$ cat src/rtl/scd_pkg.sv
// Function
// RL1: B1 selects alternate setup, status bit1 set
// RL2: BF halts cyclic work, enters sleep
// RL3: Fx is no-op returning status and result
// RL4: No-op poll honoured only on SPI link
// RL5: A0 uncorrected sensor conversion, selected stored setup
// RL6: A1 sensor conversion with host setup word
// RL7: A2 zero-corrected sensor conversion, stored setup
// RL8: A3 zero-corrected sensor conversion, host setup
// RL9: A4 uncorrected temperature, fixed internal setup
// RL10: A5/A7 temperature with host word, drop 15:12
// RL11: A6 zero-corrected temperature, fixed internal setup
// RL12: Host uses stored-setup zero commands for calibration
// RL13: Host uses host-setup zero commands for evaluation
// RL14: Raw result to output; command lsb picks setup
// RL15: B0 selects primary setup, clears bit1, default
// RL16: Busy in bit5; new commands ignored while busy; code still acts on BF halt and Fx poll while busy
// RL17: Setup select applies only to later measurements
// RL18: Commands accepted in both modes, mode unchanged
// RL19: Full trailing word captured before conversion starts
package scd_pkg;
  // ==========================================================
  // Command codes
  localparam logic [7:0] CMD_RAW_BASE  = 8'ha0;
  localparam logic [4:0] CMD_RAW_HI    = 5'h14;
  localparam logic [7:0] CMD_SEL_PRIM  = 8'hb0;
  localparam logic [7:0] CMD_SEL_ALT   = 8'hb1;
  localparam logic [7:0] CMD_HALT_CYC  = 8'hbf;
  localparam logic [3:0] CMD_NOP_HI    = 4'hf;
  // ==========================================================
  // Store locations and status bit positions
  localparam logic [5:0] ADDR_PRIMARY  = 6'h12;
  localparam logic [5:0] ADDR_ALTERNATE = 6'h16;
  localparam int         STAT_BUSY     = 5;
  localparam int         STAT_SETUP    = 1;
  localparam int         TEMP_IGN_MSB  = 15;
  localparam int         TEMP_IGN_LSB  = 12;
  localparam logic [15:0] TEMP_KEEP_MASK = 16'h0fff;
  localparam logic [1:0] MODE_NORMAL   = 2'h0;
  localparam logic [1:0] MODE_COMMAND  = 2'h1;

  // Conversion request handed to the front end
  typedef struct packed {
    logic        temperature; // 1: temperature, 0: sensor
    logic        zero_correct; // Auto-zero correction
    logic        fixed_setup; // Internal fixed setup
    logic        host_setup;  // Setup from host word
    logic [5:0]  store_addr;  // Stored setup location
    logic [15:0] setup_word;  // Host-supplied setup
  } scd_conv_req_t;
endpackage : scd_pkg

$ cat src/rtl/scd_decoder.sv
`timescale 1ns/10ps
module scd_decoder (
  input  wire logic                  clk,          // System clock
  input  wire logic                  srst,         // Sync reset
  input  wire logic                  link_is_spi,  // Link runs as SPI
  input  wire logic [1:0]            mode,         // Current operating mode
  input  wire logic                  frame_start,  // New command frame begins
  input  wire logic                  frame_end,    // Command frame ends
  input  wire logic                  byte_vld,     // Received byte strobe
  input  wire logic [7:0]            byte_in,      // Received byte
  input  wire logic                  conv_done,    // Conversion finished pulse
  input  wire logic [23:0]           conv_result,  // Raw converter result
  input  wire logic                  cyclic_active,// Cyclic measuring running
  output logic                       conv_start,   // Conversion start pulse
  output scd_pkg::scd_conv_req_t     conv_req,     // Conversion request
  output logic                       power_down,   // Halt and sleep pulse
  output logic                       busy,         // Command executing
  output logic                       setup_alt,    // Alternate setup selected
  output logic [7:0]                 status,       // Status byte
  output logic [23:0]                result,       // Latest result word
  output logic                       resp_vld      // Status plus result ready
);
  // ==========================================================
  // Command sequencing
  typedef enum logic [1:0] {
    SCD_IDLE = 2'b00,
    SCD_WORD = 2'b01,
    SCD_CONV = 2'b10
  } scd_state_t;

  scd_state_t  state;
  scd_state_t  next_state;
  logic [2:0]  raw_op;
  logic        first_byte;
  logic        cmd_take;
  logic        is_raw;
  logic        word_done;
  logic [15:0] word;

  assign cmd_take = byte_vld && first_byte && state == SCD_IDLE && !cyclic_active; // [RL16]
  assign is_raw   = byte_in[7:3] == scd_pkg::CMD_RAW_HI;

  always_ff @(posedge clk)
  begin
    if (srst || frame_end)
    begin
      first_byte <= 1'b0;
    end
    else if (frame_start)
    begin
      first_byte <= 1'b1;
    end
    else if (byte_vld)
    begin
      first_byte <= 1'b0;
    end
  end

  scd_word_capture u_word (
    .clk      (clk),
    .srst     (srst),
    .arm      (cmd_take),
    .abort    (frame_end),
    .byte_vld (byte_vld && state == SCD_WORD),
    .byte_in  (byte_in),
    .done     (word_done),
    .word     (word)
  );

  always_comb
  begin
    next_state = state;
    case (state)
      SCD_IDLE:
      begin
        if (cmd_take && is_raw)
        begin
          next_state = SCD_WORD;
        end
      end
      SCD_WORD:
      begin
        if (word_done)
        begin
          next_state = SCD_CONV; // [RL19]
        end
        else if (frame_end)
        begin
          next_state = SCD_IDLE; // [RL19]
        end
      end
      SCD_CONV:
      begin
        if (conv_done)
        begin
          next_state = SCD_IDLE;
        end
      end
      default:
      begin
        next_state = SCD_IDLE;
      end
    endcase
  end

  always_ff @(posedge clk)
  begin
    if (srst)
    begin
      state <= SCD_IDLE;
    end
    else
    begin
      state <= next_state;
    end
  end

  always_ff @(posedge clk)
  begin
    if (srst)
    begin
      raw_op <= 3'h0;
    end
    else if (cmd_take && is_raw)
    begin
      raw_op <= byte_in[2:0];
    end
  end

  // ==========================================================
  // Setup selection; mode input is never altered here [RL18]
  always_ff @(posedge clk)
  begin
    if (srst)
    begin
      setup_alt <= 1'b0; // [RL15]
    end
    else if (cmd_take && byte_in == scd_pkg::CMD_SEL_ALT)
    begin
      setup_alt <= 1'b1; // [RL1]
    end
    else if (cmd_take && byte_in == scd_pkg::CMD_SEL_PRIM)
    begin
      setup_alt <= 1'b0; // [RL15]
    end
  end

  always_ff @(posedge clk)
  begin
    if (srst)
    begin
      power_down <= 1'b0;
    end
    else
    begin
      // Halt bypasses busy so cyclic or raw work can always be stopped
      power_down <= byte_vld && first_byte
                    && byte_in == scd_pkg::CMD_HALT_CYC; // [RL2]
    end
  end

  // ==========================================================
  // Conversion request; setup sampled at start only [RL17]
  always_ff @(posedge clk)
  begin
    if (srst)
    begin
      conv_start <= 1'b0;
      conv_req   <= '0;
    end
    else
    begin
      conv_start <= word_done && state == SCD_WORD; // [RL19]
      if (word_done && state == SCD_WORD)
      begin
        conv_req.temperature  <= raw_op[2];            // [RL9] [RL10] [RL11]
        conv_req.zero_correct <= raw_op[1];            // [RL7] [RL8] [RL11]
        conv_req.host_setup   <= raw_op[0];            // [RL14] [RL6]
        conv_req.fixed_setup  <= raw_op[2] && !raw_op[0]; // [RL9] [RL11]
        conv_req.store_addr   <= setup_alt ? scd_pkg::ADDR_ALTERNATE
                                           : scd_pkg::ADDR_PRIMARY; // [RL5] [RL7]
        if (!raw_op[0])
        begin
          conv_req.setup_word <= 16'h0000;
        end
        else if (raw_op[2])
        begin
          conv_req.setup_word <= word & scd_pkg::TEMP_KEEP_MASK; // [RL10]
        end
        else
        begin
          conv_req.setup_word <= word; // [RL6] [RL8]
        end
      end
    end
  end

  // ==========================================================
  // Result and status
  always_ff @(posedge clk)
  begin
    if (srst)
    begin
      result <= 24'h000000;
    end
    else if (state == SCD_CONV && conv_done)
    begin
      result <= conv_result; // [RL14]
    end
  end

  assign busy = state != SCD_IDLE || cyclic_active; // [RL16]

  always_ff @(posedge clk)
  begin
    if (srst)
    begin
      status <= 8'h00;
    end
    else
    begin
      status                       <= 8'h00;
      status[scd_pkg::STAT_BUSY]   <= next_state != SCD_IDLE || cyclic_active; // [RL16]
      status[4:3]                  <= mode;
      status[scd_pkg::STAT_SETUP]  <= setup_alt; // [RL1] [RL15]
    end
  end

  always_ff @(posedge clk)
  begin
    if (srst)
    begin
      resp_vld <= 1'b0;
    end
    else
    begin
      resp_vld <= byte_vld && first_byte && link_is_spi
                  && byte_in[7:4] == scd_pkg::CMD_NOP_HI; // [RL3] [RL4]
    end
  end
endmodule : scd_decoder

$ cat src/rtl/scd_word_capture.sv
`timescale 1ns/10ps
// Collects two trailing bytes, msb first, into one word
module scd_word_capture (
  input  wire logic        clk,      // System clock
  input  wire logic        srst,     // Sync reset
  input  wire logic        arm,      // Start a new capture
  input  wire logic        abort,    // Frame ended early
  input  wire logic        byte_vld, // Data byte strobe
  input  wire logic [7:0]  byte_in,  // Data byte
  output logic             done,     // Word complete pulse
  output logic [15:0]      word      // Captured word
);
  logic [1:0] count;

  always_ff @(posedge clk)
  begin
    if (srst || arm || abort)
    begin
      count <= 2'h0;
    end
    else if (byte_vld && count != 2'h2)
    begin
      count <= count + 2'h1;
    end
  end

  always_ff @(posedge clk)
  begin
    if (srst)
    begin
      word <= 16'h0000;
    end
    else if (byte_vld && count != 2'h2 && !arm)
    begin
      word <= {word[7:0], byte_in};
    end
  end

  always_ff @(posedge clk)
  begin
    if (srst)
    begin
      done <= 1'b0;
    end
    else
    begin
      done <= byte_vld && !arm && !abort && count == 2'h1; // [RL19]
    end
  end
endmodule : scd_word_capture

$ cat config.mk
export PLATFORM = sky130hd
export DESIGN_NAME = scd_decoder
export DESIGN_NICKNAME = d
export VERILOG_FILES = /design/src/rtl/scd_pkg.sv /design/src/rtl/scd_decoder.sv /design/src/rtl/scd_word_capture.sv
export SDC_FILE = /design/constraint.sdc
export NUM_CORES = 1
export LEC_CHECK = 0
export ABC_AREA = 1
export BUFFER_PORTS_ARGS = -buffer_cell sky130_fd_sc_hd__buf_4
export CAP_MARGIN = 40
export CORE_MARGIN = 1
export CORE_UTILIZATION = 24
export DETAILED_ROUTE_END_ITERATION = 8
export PLACE_DENSITY_LB_ADDON = 0.08
export SETUP_SLACK_MARGIN = 0.02
export SYNTH_ARGS = -nofsm -noshare
export SYNTH_HDL_FRONTEND = slang
export SYNTH_HIERARCHICAL = 1
export SYNTH_SLANG_ARGS = --single-unit
$ cat constraint.sdc
create_clock -name clk -period 1.4 [get_ports clk]
set_clock_uncertainty 0.05 [all_clocks]
set_input_delay 0.28 -clock clk [delete_from_list [all_inputs] [get_ports clk]]
set_output_delay 0.28 -clock clk [all_outputs]
set_load 0.02 [all_outputs]
# Word-level counts from Yosys, hierarchy flattened
# Cells that the tools add are included.
[totals] n_memories=0 latch_bits=0 in_bits=42 ram_bits=0 wordCells=73 out_inout_bits=63 romBits=0 reg_bits=87
[classes] n_reduce_logical=32 n_div=0 n_shift=0 magnitude_cmp=0 mul=0 bitwise=0 add_sub_neg=1 mux=12 eq_ne=9
[op_table] cell="two-way mux 16 bit" count=2
[op_table] cell="equality test 8 bit, second input constant" count=3
[op_table] cell="logical AND 1 bit" count=18
[op_table] cell="two-way mux 2 bit" count=4
[op_table] cell="nonzero test 2 bit" count=4
[op_table] cell="one-hot mux 2 bit (3 select lines)" count=1
[op_table] cell="equality test 5 bit, second input constant" count=1
[op_table] cell="logical OR 1 bit" count=5
[op_table] cell="equality test 2 x 1 -> 1 bit, second input constant" count=2
[op_table] cell="equality test 4 bit, second input constant" count=1
[op_table] cell="zero test 1 bit" count=4
[op_table] cell="two-way mux 1 bit" count=4
[op_table] cell="two-way mux 3 bit" count=1
[op_table] cell="adder 2 x 1 -> 2 bit, second input constant" count=1
[op_table] cell="equality test 2 bit, second input constant" count=1
[op_table] cell="zero test 2 bit" count=1
[op_table] cell="!= test 2 bit, second input constant" count=1

# Logic depth before layout (Yosys ltp)
# Gate-level depths: netlist (run 1).
[logic_depth] word_depth=8 depth_mapped=9 depth_no_buf=8

# Cells and area by module
# Netlist (run 1), hierarchy kept.
[by_module_without_submodules] mod="scd_decoder" seq_area_each_um2=1201.2 instances=1 cells_per_inst=300 area_per_inst_um2=2322.2
[by_module_without_submodules] mod="scd_word_capture" seq_area_each_um2=380.4 instances=1 cells_per_inst=124 area_per_inst_um2=818.3

# Least setup slack after synthesis (run 1)
# Ideal clock, no wire load.
[synth_path] path_kind="reg-to-reg" from="register state[0]" to="register u_word.word[10]" t_required_ns=1.286 synth_period_minus_slack_ns=1.460 t_arrival_ns=1.346 stages_incl_launch_ff=9 path_buffers=1 path_slack_ns=-0.060 setup_time_ns=0.064 cell_sequence="dfxtp_1 -> nor2_1 -> nand2_1 -> nor2_4 -> inv_1 -> nand3_2 -> buf_2 -> nor2_1 -> nor2_1"
[synth_via] elab_chain_len=5 elab_cells_between_ends=8 cone_classes="1 x eq/ne; 7 x reduce/logical"
[synth_rtl] item="start: declaration" line_no="scd_decoder.sv:31" source="scd_state_t state;"
[synth_rtl] item="start signal: assignment" line_no="scd_decoder.sv:114" source="state <= next_state;"
[synth_rtl] item="zero test 2 bit" line_no="scd_decoder.sv:40" source="assign cmd_take = byte_vld && first_byte && state == SCD_IDLE && !cyclic_active;"
[synth_rtl] item="logical AND 1 bit (2 in series)" line_no="scd_decoder.sv:40"
[synth_rtl] item="via cmd_take" line_no="scd_decoder.sv:35" source="logic cmd_take;"
[synth_rtl] item="zero test 1 bit" line_no="scd_word_capture.sv:33" source="else if (byte_vld && count != 2'h2 && !arm)"
[synth_rtl] item="logical AND 1 bit" line_no="scd_word_capture.sv:33"
[synth_rtl] item="end signal: assignment" line_no="scd_word_capture.sv:35" source="word <= {word[7:0], byte_in};"
[synth_rtl] item="end: declaration" line_no="scd_word_capture.sv:11" source="output logic [15:0] word"
# The timed path passes the listed nets, and every way through them passes these cells.
# A chain may end at the register's enable or synchronous reset.

# Worst setup path in the final report (run 1)
[layout_path] from="register state[0]" to="output busy"
[layout_via] elab_chain_len=2
[layout_rtl] item="nonzero test 2 bit" line_no="scd_decoder.sv:212" source="assign busy = state != SCD_IDLE || cyclic_active;"
[layout_rtl] item="logical OR 1 bit" line_no="scd_decoder.sv:212"
[layout_rtl] item="end: declaration" line_no="scd_decoder.sv:17" source="output logic busy,"
# Every way passes these cells.

==> out/metrics.csv, run 1 <==
metric;value;unit
outcome;completed;
Rel. slew slack;64.3;%
fill cell count;1350;
CTS tree;yes;
Distinct cells, synth;26;
final WL;8560;um
hold path start;frame_end;
reg2reg start;state[0];
GR Util All Layers;13.0;%
# setup viols final;0;
die area;13500;um2
number of max-cap violations;0;
Ys Warns;6;
Cells after DPL;686;
n_diodes;0;
P&R area growth vs syn;45.7;%
Critical Path AT;1.05;ns
routability cong.;0.729;
TritonRoute pass-1 iters;4;
Final Max Tran Viols;0;
total CTS buffers;9;
clk slew on worst S/H paths;0.06;ns
Worst Reg-to-Reg Cells;9;
post-DP HPWL;6020;um
Startpoint Class;flip-flop;
Worst path max stage delay;0.36;ns
Cell Area, Placed;4090;um2
WL/cell;12.1;um
Mapped Area;3140;um2
synthesized flop and latch total;79;
Max Freq;0.725;GHz
core area;12700;um2
first-pass GRT wire length;13300;um
num rows;41;
slowest CP cell;dfxtp_4;
r2r setup slk;0.06;ns
commonest cells after routing, fill and taps aside;buf_4, nand2_1, dfxtp_1;
hold_buf cts;0;
die width;116;um
Hold Crit Class;in2reg;
Initial Util;24.8;%
Layout Utilization;36.1;%
initial antenna violation count;0;
Worst Max-Slew Pin Slew;0.535;ns
PwrDens;1100;nW/um2
Final Cell Area;4580;um2
DRC;0;
port bufs;97;
vias per inst;4.13;
commonest non-fill, non-tap cell in the layout;buf_4;
CP Capture Type;output pin;
WHS Path Cells;2;
setup tns final;0;ns
die height;116;um
sequential-to-total area share from yosys stat;50.4;%
maximum fanout along the worst path;4;
synthesized instance count;424;
Max Buffers Root-to-Sink;2;
WHS;0.0828;ns
NumNets Final;576;
minimum clock period;1.38;ns
Pleak;2.04;nW
iteration-0 DRC count of the detailed router;151;
worst-skew pair later-pin latency;0.34;ns
worst-case hold path end point;first_byte;
Final period util;98.5;%
non-filler cells, final;709;
Routed Antenna Nets;0;
layout cells sized above 1;31.1;%
Worst EP required;1.07;ns
clk root buf;clkbuf_16;
grt ovf;0;
Final Hold Fails;0;
clk sinks;79;
H-tree depth;3;
RSZ-0062 raised after global routing;true;
Critical Path, Cell by Cell;nor2_4 -> nand2_2 -> buf_6;
vias in the first global route;2666;
Setup CP Type;reg2out;
area of the multi-input gates;1320;um2
Sequential Area;1590;um2
Syn Area/Cell;7.41;um2
largest net degree at the start of global routing;33;
FF-to-FF End;u_word/word[1];
I/O pin cnt;105;
routed vias;2928;
Max rail drop VDD;0.459;mV
==> synthesized netlist by cell type <==
master,number,area share (%)
buf_2,11,1.8
nand4_1,6,1.2
nor4_1,1,0.20
inv_1,38,4.5
buf_1,1,0.12
clkbuf_1,5,0.60
clkinv_1,1,0.12
nand3b_1,1,0.24
nor2_1,58,6.9
conb_1,1,0.12
nor2_4,4,1.4
inv_2,2,0.24
dfxtp_1,79,50
nand3_1,33,5.3
nand2_1,115,14
o21ai_0,3,0.48
buf_6,3,1.1
nand3_2,1,0.32
nand2_4,1,0.36
ha_1,2,0.80
a21oi_2,1,0.28
o21a_1,1,0.24
nor2_2,1,0.20
a21oi_1,46,7.3
nor3_1,1,0.16
buf_4,8,1.9
==> through the flow <==
step,setup WS [ns],power [mW]
3_5_place_dp,0.00333,2.54
2_1_floorplan,0.0401,2.42
6_report,0.0215,5.04
3_3_place_gp,-0.00856,2.54
4_1_cts,0.00378,5.15
5_1_grt,-0.0333,5.25
==> critical path: cells and delay by family, from the launching register on <==
family,cells,cell delay (ns)
buf+inv,1,0.14
flops,1,0.36
simple gates,2,0.21
==> repair_timing <==
action,CTS,global route
endpoints found under the setup margin,5,28
cloned,0,3
pin swaps,2,7
setup buffers,0,4
gates resized for setup,6,22
==> flip-flops by register name, summed over array words and instances (netlist names) <==
| name | flops |
|---|---|
| conv_req | 22 |
| u_word/done | 1 |
| raw_op | 3 |
| resp_vld | 1 |
| status | 4 |
| setup_alt | 1 |
| u_word/word | 16 |
| state | 2 |
| conv_start | 1 |
| u_word/count | 2 |
| first_byte | 1 |
| result | 24 |
| power_down | 1 |
==> report_power, final <==
group          total, mW  internal, mW  switching (mW)
clock network       2.55          1.66           0.889
registers           2.25          2.25         0.00230
logic              0.240         0.105           0.135
total               5.04          4.01            1.03
==> worst max path at each step <==
| stage | from | endpoint | depth (start not counted) |
|---|---|---|---|
| after global routing | state[0] | busy | 3 |
| after detailed placement | state[1] | u_word/word[3] | 7 |
| after global placement | state[1] | u_word/word[3] | 7 |
| after CTS | state[1] | busy | 3 |
| final | state[0] | busy | 3 |
| after floorplan | state[0] | u_word/word[10] | 9 |
==> metal layers <==
layer  share of wire (%)  vias up  global-route usage (%)
met5                   0        -                       0
met4                 1.4        0                    4.62
met3                 6.2        9                    4.67
met2                  43       73                    20.2
met1                  49     1315                    16.7
li1                    -     1531                       -
==> cell families (layout without fill, tap and decap cells) <==
| group | count (synthesis) | count (layout) | share of synthesized area, % |
|---|---|---|---|
| buffers and inverters | 69 | 176 | 10.4 |
| other | 1 | 7 | 0.119 |
| AO/OA/AOI/OAI | 51 | 51 | 8.33 |
| adder cells (fa/ha/maj) | 2 | 2 | 0.797 |
| AND/OR/NAND/NOR | 222 | 222 | 30.0 |
| flip-flops | 79 | 79 | 50.4 |
==> cell type report <==
cell class / instances / area share [%]
flip-flops and latches: 79 / 34.7
multi-input cells: 282 / 28.8
repair buffers: 119 / 21.3
clock buffers: 13 / 5.69
well taps: 172 / 4.70
inverters: 41 / 3.36
clock inverters: 3 / 1.42
Note: power is estimated with default switching activity, not from simulation.
==> inputs of run 2 (changes only) <==
--- a/config.mk
+++ b/config.mk
@@ -6,11 +6,12 @@
 export NUM_CORES = 1
 export LEC_CHECK = 0
 export ABC_AREA = 1
-export BUFFER_PORTS_ARGS = -buffer_cell sky130_fd_sc_hd__buf_4
 export CAP_MARGIN = 40
 export CORE_MARGIN = 1
 export CORE_UTILIZATION = 24
 export DETAILED_ROUTE_END_ITERATION = 8
+export DONT_BUFFER_PORTS = 1
+export GPL_ROUTABILITY_DRIVEN = 0
 export PLACE_DENSITY_LB_ADDON = 0.08
 export SETUP_SLACK_MARGIN = 0.02
 export SYNTH_ARGS = -nofsm -noshare
==> run 2 against run 1 <==
The run now ends with negative hold slack left. Final area is 16% lower. Sequential cell count stayed put. Count of clock-buffer cells in the layout is 1 higher. Critical path depth stayed put. Worst hold slack worse by 0.11 ns. Final cell count is 13% lower. Clock power is 10% lower. Wire length is 3.8% lower. Sequential share of layout area is 6.7 points higher. Largest power group unchanged. Highest routed layer unchanged.
==> out/metrics.csv, run 2 (synthesis gave the netlist of run 1 again) <==
metric;value;unit;change
Max Freq;0.732;GHz;+0.89%
Worst Slack Setup Final;0.0337;ns;+0.0122 ns
core area;12700;um2;unchanged
Rel. slew slack;65.8;%;+1.5 points
initial antenna violation count;0;;unchanged
area of the multi-input gates;1300;um2;-1.1%
Worst Reg-to-Reg Cells;9;;unchanged
DP Worst Slack;0.0111;ns;+0.00777 ns
layout cells sized above 1;13.7;%;-17 points
Worst Max-Slew Pin Slew;0.512;ns;-0.0230 ns
die height;116;um;unchanged
Final period util;97.6;%;-0.87 points
die width;116;um;unchanged
reg2reg start;state[1];;
RSZ-0062 raised after global routing;true;;
H-tree depth;3;;unchanged
FF-to-FF End;u_word/word[6];;
Max Buffers Root-to-Sink;2;;unchanged
CP Capture Type;output pin;;
Initial Util;24.8;%;unchanged
Critical Path, Cell by Cell;nor2_4 -> nand2_2 -> buf_6;;
hold_buf cts;5;;+5
Setup CP Type;reg2out;;
P&R area growth vs syn;21.9;%;
die area;13500;um2;unchanged
Crit path max-delay family;flip-flops;;
setup tns final;0;ns;unchanged
fill cell count;1404;;+4.0%
Max rail drop VDD;0.456;mV;-0.71%
TritonRoute pass-1 iters;4;;unchanged
num rows;41;;unchanged
WL/cell;13.4;um;+11%
clk sinks;79;;unchanged
slowest CP cell;dfxtp_2;;
hold path start;srst;;
WHS Path Cells;1;;-1
Worst path max stage delay;0.34;ns;-0.02 ns
worst-skew pair later-pin latency;0.34;ns;about the same
PwrDens;1210;nW/um2;+10%
total CTS buffers;9;;unchanged
WHS;-0.0279;ns;-0.111 ns
number of max-cap violations;0;;unchanged
Largest regs;result x24, conv_req x22, u_word/word x16;;
clk root buf;clkbuf_16;;
routed vias;2577;;-12%
DRC;0;;unchanged
I/O pin cnt;105;;unchanged
Final Hold Fails;17;;+17
Biggest register;result;;
Startpoint Class;flip-flop;;
clk slew on worst S/H paths;0.06;ns;about the same
minimum clock period;1.37;ns;-0.0122 ns
NumNets Final;483;;-16%
# setup viols final;0;;unchanged
largest net degree at the start of global routing;55;;+67%
CP Buf/Inv Count;1;;unchanged
port bufs;0;;-100%
Cells after DPL;590;;-14%
worst-case hold path end point;result[8];;
Hold Crit Class;in2reg;;
max reg flops;24;;unchanged
vias in the first global route;2384;;-11%
failing checks;negative hold slack;;
commonest non-fill, non-tap cell in the layout;nand2_1;;
Sequential Area;1590;um2;-0.16%
CTS tree;yes;;
vias per inst;4.18;;+1.3%
maximum fanout along the worst path;3;;-1
Critical Path AT;1.04;ns;about the same
first-pass GRT wire length;12500;um;-6.0%
iteration-0 DRC count of the detailed router;141;;-6.6%
Pleak;1.55;nW;-24%
Final Max Tran Viols;0;;unchanged
GR Util All Layers;12.5;%;-0.57 points
n_diodes;0;;unchanged
final WL;8240;um;-3.8%
post-DP HPWL;5620;um;-6.7%
outcome;complete, but fails checks;;
commonest cells after routing, fill and taps aside;nand2_1, dfxtp_1, nor2_1;;
Worst EP required;1.07;ns;about the same
grt ovf;0;;unchanged
non-filler cells, final;616;;-13%
r2r setup slk;0.11;ns;+0.05 ns
Routed Antenna Nets;0;;unchanged
## run 2: cell types whose count changed in the layout (fill, tap and decap cells not counted), moves of 2 or more
cell,change
clkbuf_8,+2
nor2_2,+2
inv_1,+2
dlygate4sd3_1,+5
a21oi_1,-2
nor2_1,-2
bufinv_16,-2
buf_4,-97
nand2_2,-10
inv_2,-2
a21oi_2,+2
nand2_1,+10
## run 2: timing repair
| item | CTS | global route |
|---|---|---|
| buffers inserted | 4 | 0 |
| resized for setup | 2 | 17 |
| pin swaps | 2 | 1 |
| endpoints found under the setup margin | 3 | 37 |
| hold endpoints to repair | 48 | 44 |
| gates cloned | 0 | 1 |
## run 2: layout make-up
| type | instances | area share [%] |
|---|---|---|
| inverter | 41 | 4.02 |
| sequential | 79 | 41.5 |
| clock inverter | 2 | 0.327 |
| tap | 172 | 5.62 |
| timing repair buffer | 26 | 7.06 |
| clock buffer | 14 | 7.42 |
| multi-input combinational | 282 | 34.1 |
## run 2: how the worst max path moves through the flow
stage                     slack (ns)              end      from  cells past startpoint
final                           0.03             busy  state[1]                      3
after CTS                       0.01             busy  state[1]                      3
after floorplan                 0.04  u_word/word[10]  state[0]                      9
after detailed placement        0.01     conv_req[11]  state[0]                      7
after global routing          -0.004             busy  state[1]                      3
after global placement          0.03      conv_req[6]  state[0]                      7
## run 2: where the power goes
part | internal [mW] | switching, mW
clock network | 1.39 | 0.901
logic | 0.0269 | 0.0585
registers | 2.25 | 0.00868
## run 2: through the flow
step	utilization (%)	power, mW	cell area (um2)
2_1_floorplan	-	2.42	3170
3_3_place_gp	26.5	2.39	3360
3_5_place_dp	26.5	2.39	3360
4_1_cts	29.6	4.73	3750
5_1_grt	30.2	4.85	3830
6_report	30.2	4.64	3830
## run 2: metal layers
layer  track usage [%]  share of wire (%)  up-vias  wire (um)
met5                 0                  0        -          0
met4              7.44                2.2        0        180
met3              4.20                8.4       11        688
met2              18.7                 44       78       3600
met1              15.5                 46     1139       3770
li1                  -                  -     1349          -
==> inputs of run 3 (changes only) <==
--- a/config.mk
+++ b/config.mk
@@ -7,11 +7,12 @@
 export LEC_CHECK = 0
 export ABC_AREA = 1
 export CAP_MARGIN = 40
-export CORE_MARGIN = 1
+export CORE_MARGIN = 5
 export CORE_UTILIZATION = 24
 export DETAILED_ROUTE_END_ITERATION = 8
 export DONT_BUFFER_PORTS = 1
 export GPL_ROUTABILITY_DRIVEN = 0
+export HOLD_SLACK_MARGIN = 0.02
 export PLACE_DENSITY_LB_ADDON = 0.08
 export SETUP_SLACK_MARGIN = 0.02
 export SYNTH_ARGS = -nofsm -noshare
==> run 3 against run 2 <==
The flow still finishes with violations (negative hold slack). Worst hold slack better by 0.017 ns. Critical endpoint unchanged. Core utilization about the same. Setup slack lost 0.0091 ns. Maximum frequency shrank 0.66%. Final cell count grew 0.81%. Highest routed layer unchanged. Sequential cell count unchanged. Sequential share of layout area shrank 0.24 points. Wire length grew 7.4%. Critical path depth stayed put. Combinational power increased by 15%. Final area increased by 0.43%. Sequential power is essentially flat.
==> out/metrics.csv, run 3 (synthesis gave the netlist of run 1 again) <==
metric;value;unit;change
DP Worst Slack;0.0388;ns;+0.0277 ns
Final Max Tran Viols;0;;unchanged
minimum clock period;1.38;ns;+0.00913 ns
slowest CP cell;dfxtp_2;;
CP Buf/Inv Count;1;;unchanged
grt ovf;0;;unchanged
n_diodes;0;;unchanged
port bufs;0;;unchanged
Crit path max-delay family;flip-flops;;
switching part of the total;21.4;%;+0.57 points
Worst EP required;1.07;ns;about the same
max reg flops;24;;unchanged
RSZ-0062 raised after global routing;true;;
P&R area growth vs syn;22.4;%;
Max Freq;0.727;GHz;-0.66%
Biggest register;result;;
failing checks;negative hold slack;;
Clk pwr share;48.2;%;-1.2 points
GR Util All Layers;11.2;%;-1.3 points
Critical Path AT;1.05;ns;about the same
logic gate share of total power;2.1;%;+0.3 points
number of max-cap violations;0;;unchanged
Final period util;98.2;%;+0.65 points
Max Buffers Root-to-Sink;2;;unchanged
# setup viols final;0;;unchanged
Worst path max stage delay;0.34;ns;about the same
initial antenna violation count;0;;unchanged
worst-skew pair later-pin latency;0.34;ns;about the same
share of power burned in registers;49.6;%;+0.9 points
commonest cells after routing, fill and taps aside;nand2_1, dfxtp_1, nor2_1;;
commonest non-fill, non-tap cell in the layout;nand2_1;;
CTS tree;yes;;
die height;124;um;+6.9%
DRC;0;;unchanged
Routed Antenna Nets;0;;unchanged
Hold Crit Class;in2reg;;
Critical Path, Cell by Cell;nor2_4 -> nand2_2 -> buf_6;;
Largest regs;result x24, conv_req x22, u_word/word x16;;
hold path start;srst;;
Worst Slack Setup Final;0.0245;ns;-0.00913 ns
largest net degree at the start of global routing;55;;unchanged
Initial Util;24.7;%;-0.10 points
routed vias;2611;;+1.3%
final WL;8850;um;+7.4%
num rows;41;;unchanged
post-DP HPWL;6050;um;+7.6%
maximum fanout along the worst path;4;;+1
Pleak;1.57;nW;+1.6%
layout cells sized above 1;12.5;%;-1.3 points
I/O pin cnt;105;;unchanged
CP Capture Type;output pin;;
clk root buf;clkbuf_16;;
H-tree depth;3;;unchanged
Max rail drop VDD;0.442;mV;-3.0%
vias per inst;4.20;;+0.50%
clk sinks;79;;unchanged
reg2reg start;u_word/count[0];;
total CTS buffers;9;;unchanged
switching power;0.977;mW;+0.96%
Setup CP Type;reg2out;;
setup tns final;0;ns;unchanged
core area;12700;um2;+0.40%
CP startpoint;state[0];;
die area;15500;um2;+14%
first-pass GRT wire length;13900;um;+11%
internal power;3.58;mW;-2.4%
TritonRoute pass-1 iters;4;;unchanged
vias in the first global route;2472;;+3.7%
NumNets Final;488;;+1.0%
r2r setup slk;0.09;ns;-0.02 ns
WL/cell;14.2;um;+6.6%
WHS;-0.0108;ns;+0.0171 ns
Final Hold Fails;4;;-13
outcome;complete, but fails checks;;
PwrDens;1190;nW/um2;-2.1%
Startpoint Class;flip-flop;;
clk slew on worst S/H paths;0.06;ns;about the same
iteration-0 DRC count of the detailed router;135;;-4.3%
hold_buf cts;8;;+3
die width;124;um;+6.9%
run 3: cell types whose count changed in the layout (fill, tap and decap cells not counted), sizes merged:
cell / before / now
clkinv: 2 / 3
dlygate4sd3: 5 / 8
buf: 20 / 21
run 3: final timing paths:
check,to,cells past startpoint
worst max-delay path,busy,3
worst min-delay path,result[6],1
worst max register to register,u_word/word[13],7
worst min register to register,conv_req[10],2
run 3: layout make-up:
type                            count  area [um2]
Sequential cell                    79        1590
Tap cell                          172         215
Clock inverter                      3        17.5
Multi-Input combinational cell    282        1280
Timing Repair Buffer               31         333
Fill cell                        1427        8880
Inverter                           41         154
Clock buffer                       13         260
run 3: routing by layer:
metal	track usage, %	part of all wire [%]	up-vias
met4	5.42	2.0	0
met1	14.3	46	1163
li1	-	-	1357
met2	16.1	43	76
met3	4.85	8.7	15
met5	0	0	-
run 3: repair_timing:
item                                    in CTS  in global routing
endpoints found under the hold margin       53                 44
endpoints found under the setup margin       1                 30
buffers inserted                             1                  2
cloned                                       0                  3
gates resized for setup                      4                  6
pin swaps                                    1                  3
run 3: worst register-to-register path, stage by stage, from the launching register on:
cell	delay, ns
dfxtp_2	0.33
inv_1	0.06
ha_1	0.20
inv_2	0.08
nand3_4	0.13
clkbuf_16	0.20
nor2_1	0.09
nor2_1	0.06
run 3: through the flow:
step                area (um2)  instances  total power [mW]  utilization (%)  hold slack, ns
floorplan                 3170        430              2.42                -           0.309
global placement          3360        591              2.39             26.4           0.309
detailed placement        3360        591              2.39             26.4           0.309
CTS                       3740        616              4.67             29.4         -0.0567
global route              3840        621              4.79             30.2         -0.0383
finish                    3840        621              4.56             30.2         -0.0108
run 3: power groups by stage:
stage          Sequential [mW]  Combinational, mW  Clock, mW
2_1_floorplan             2.31              0.103          0
3_3_place_gp              2.31             0.0794          0
3_5_place_dp              2.31             0.0793          0
4_1_cts                   2.26             0.0979       2.31
5_1_grt                   2.26              0.109       2.42
6_report                  2.26             0.0978       2.20
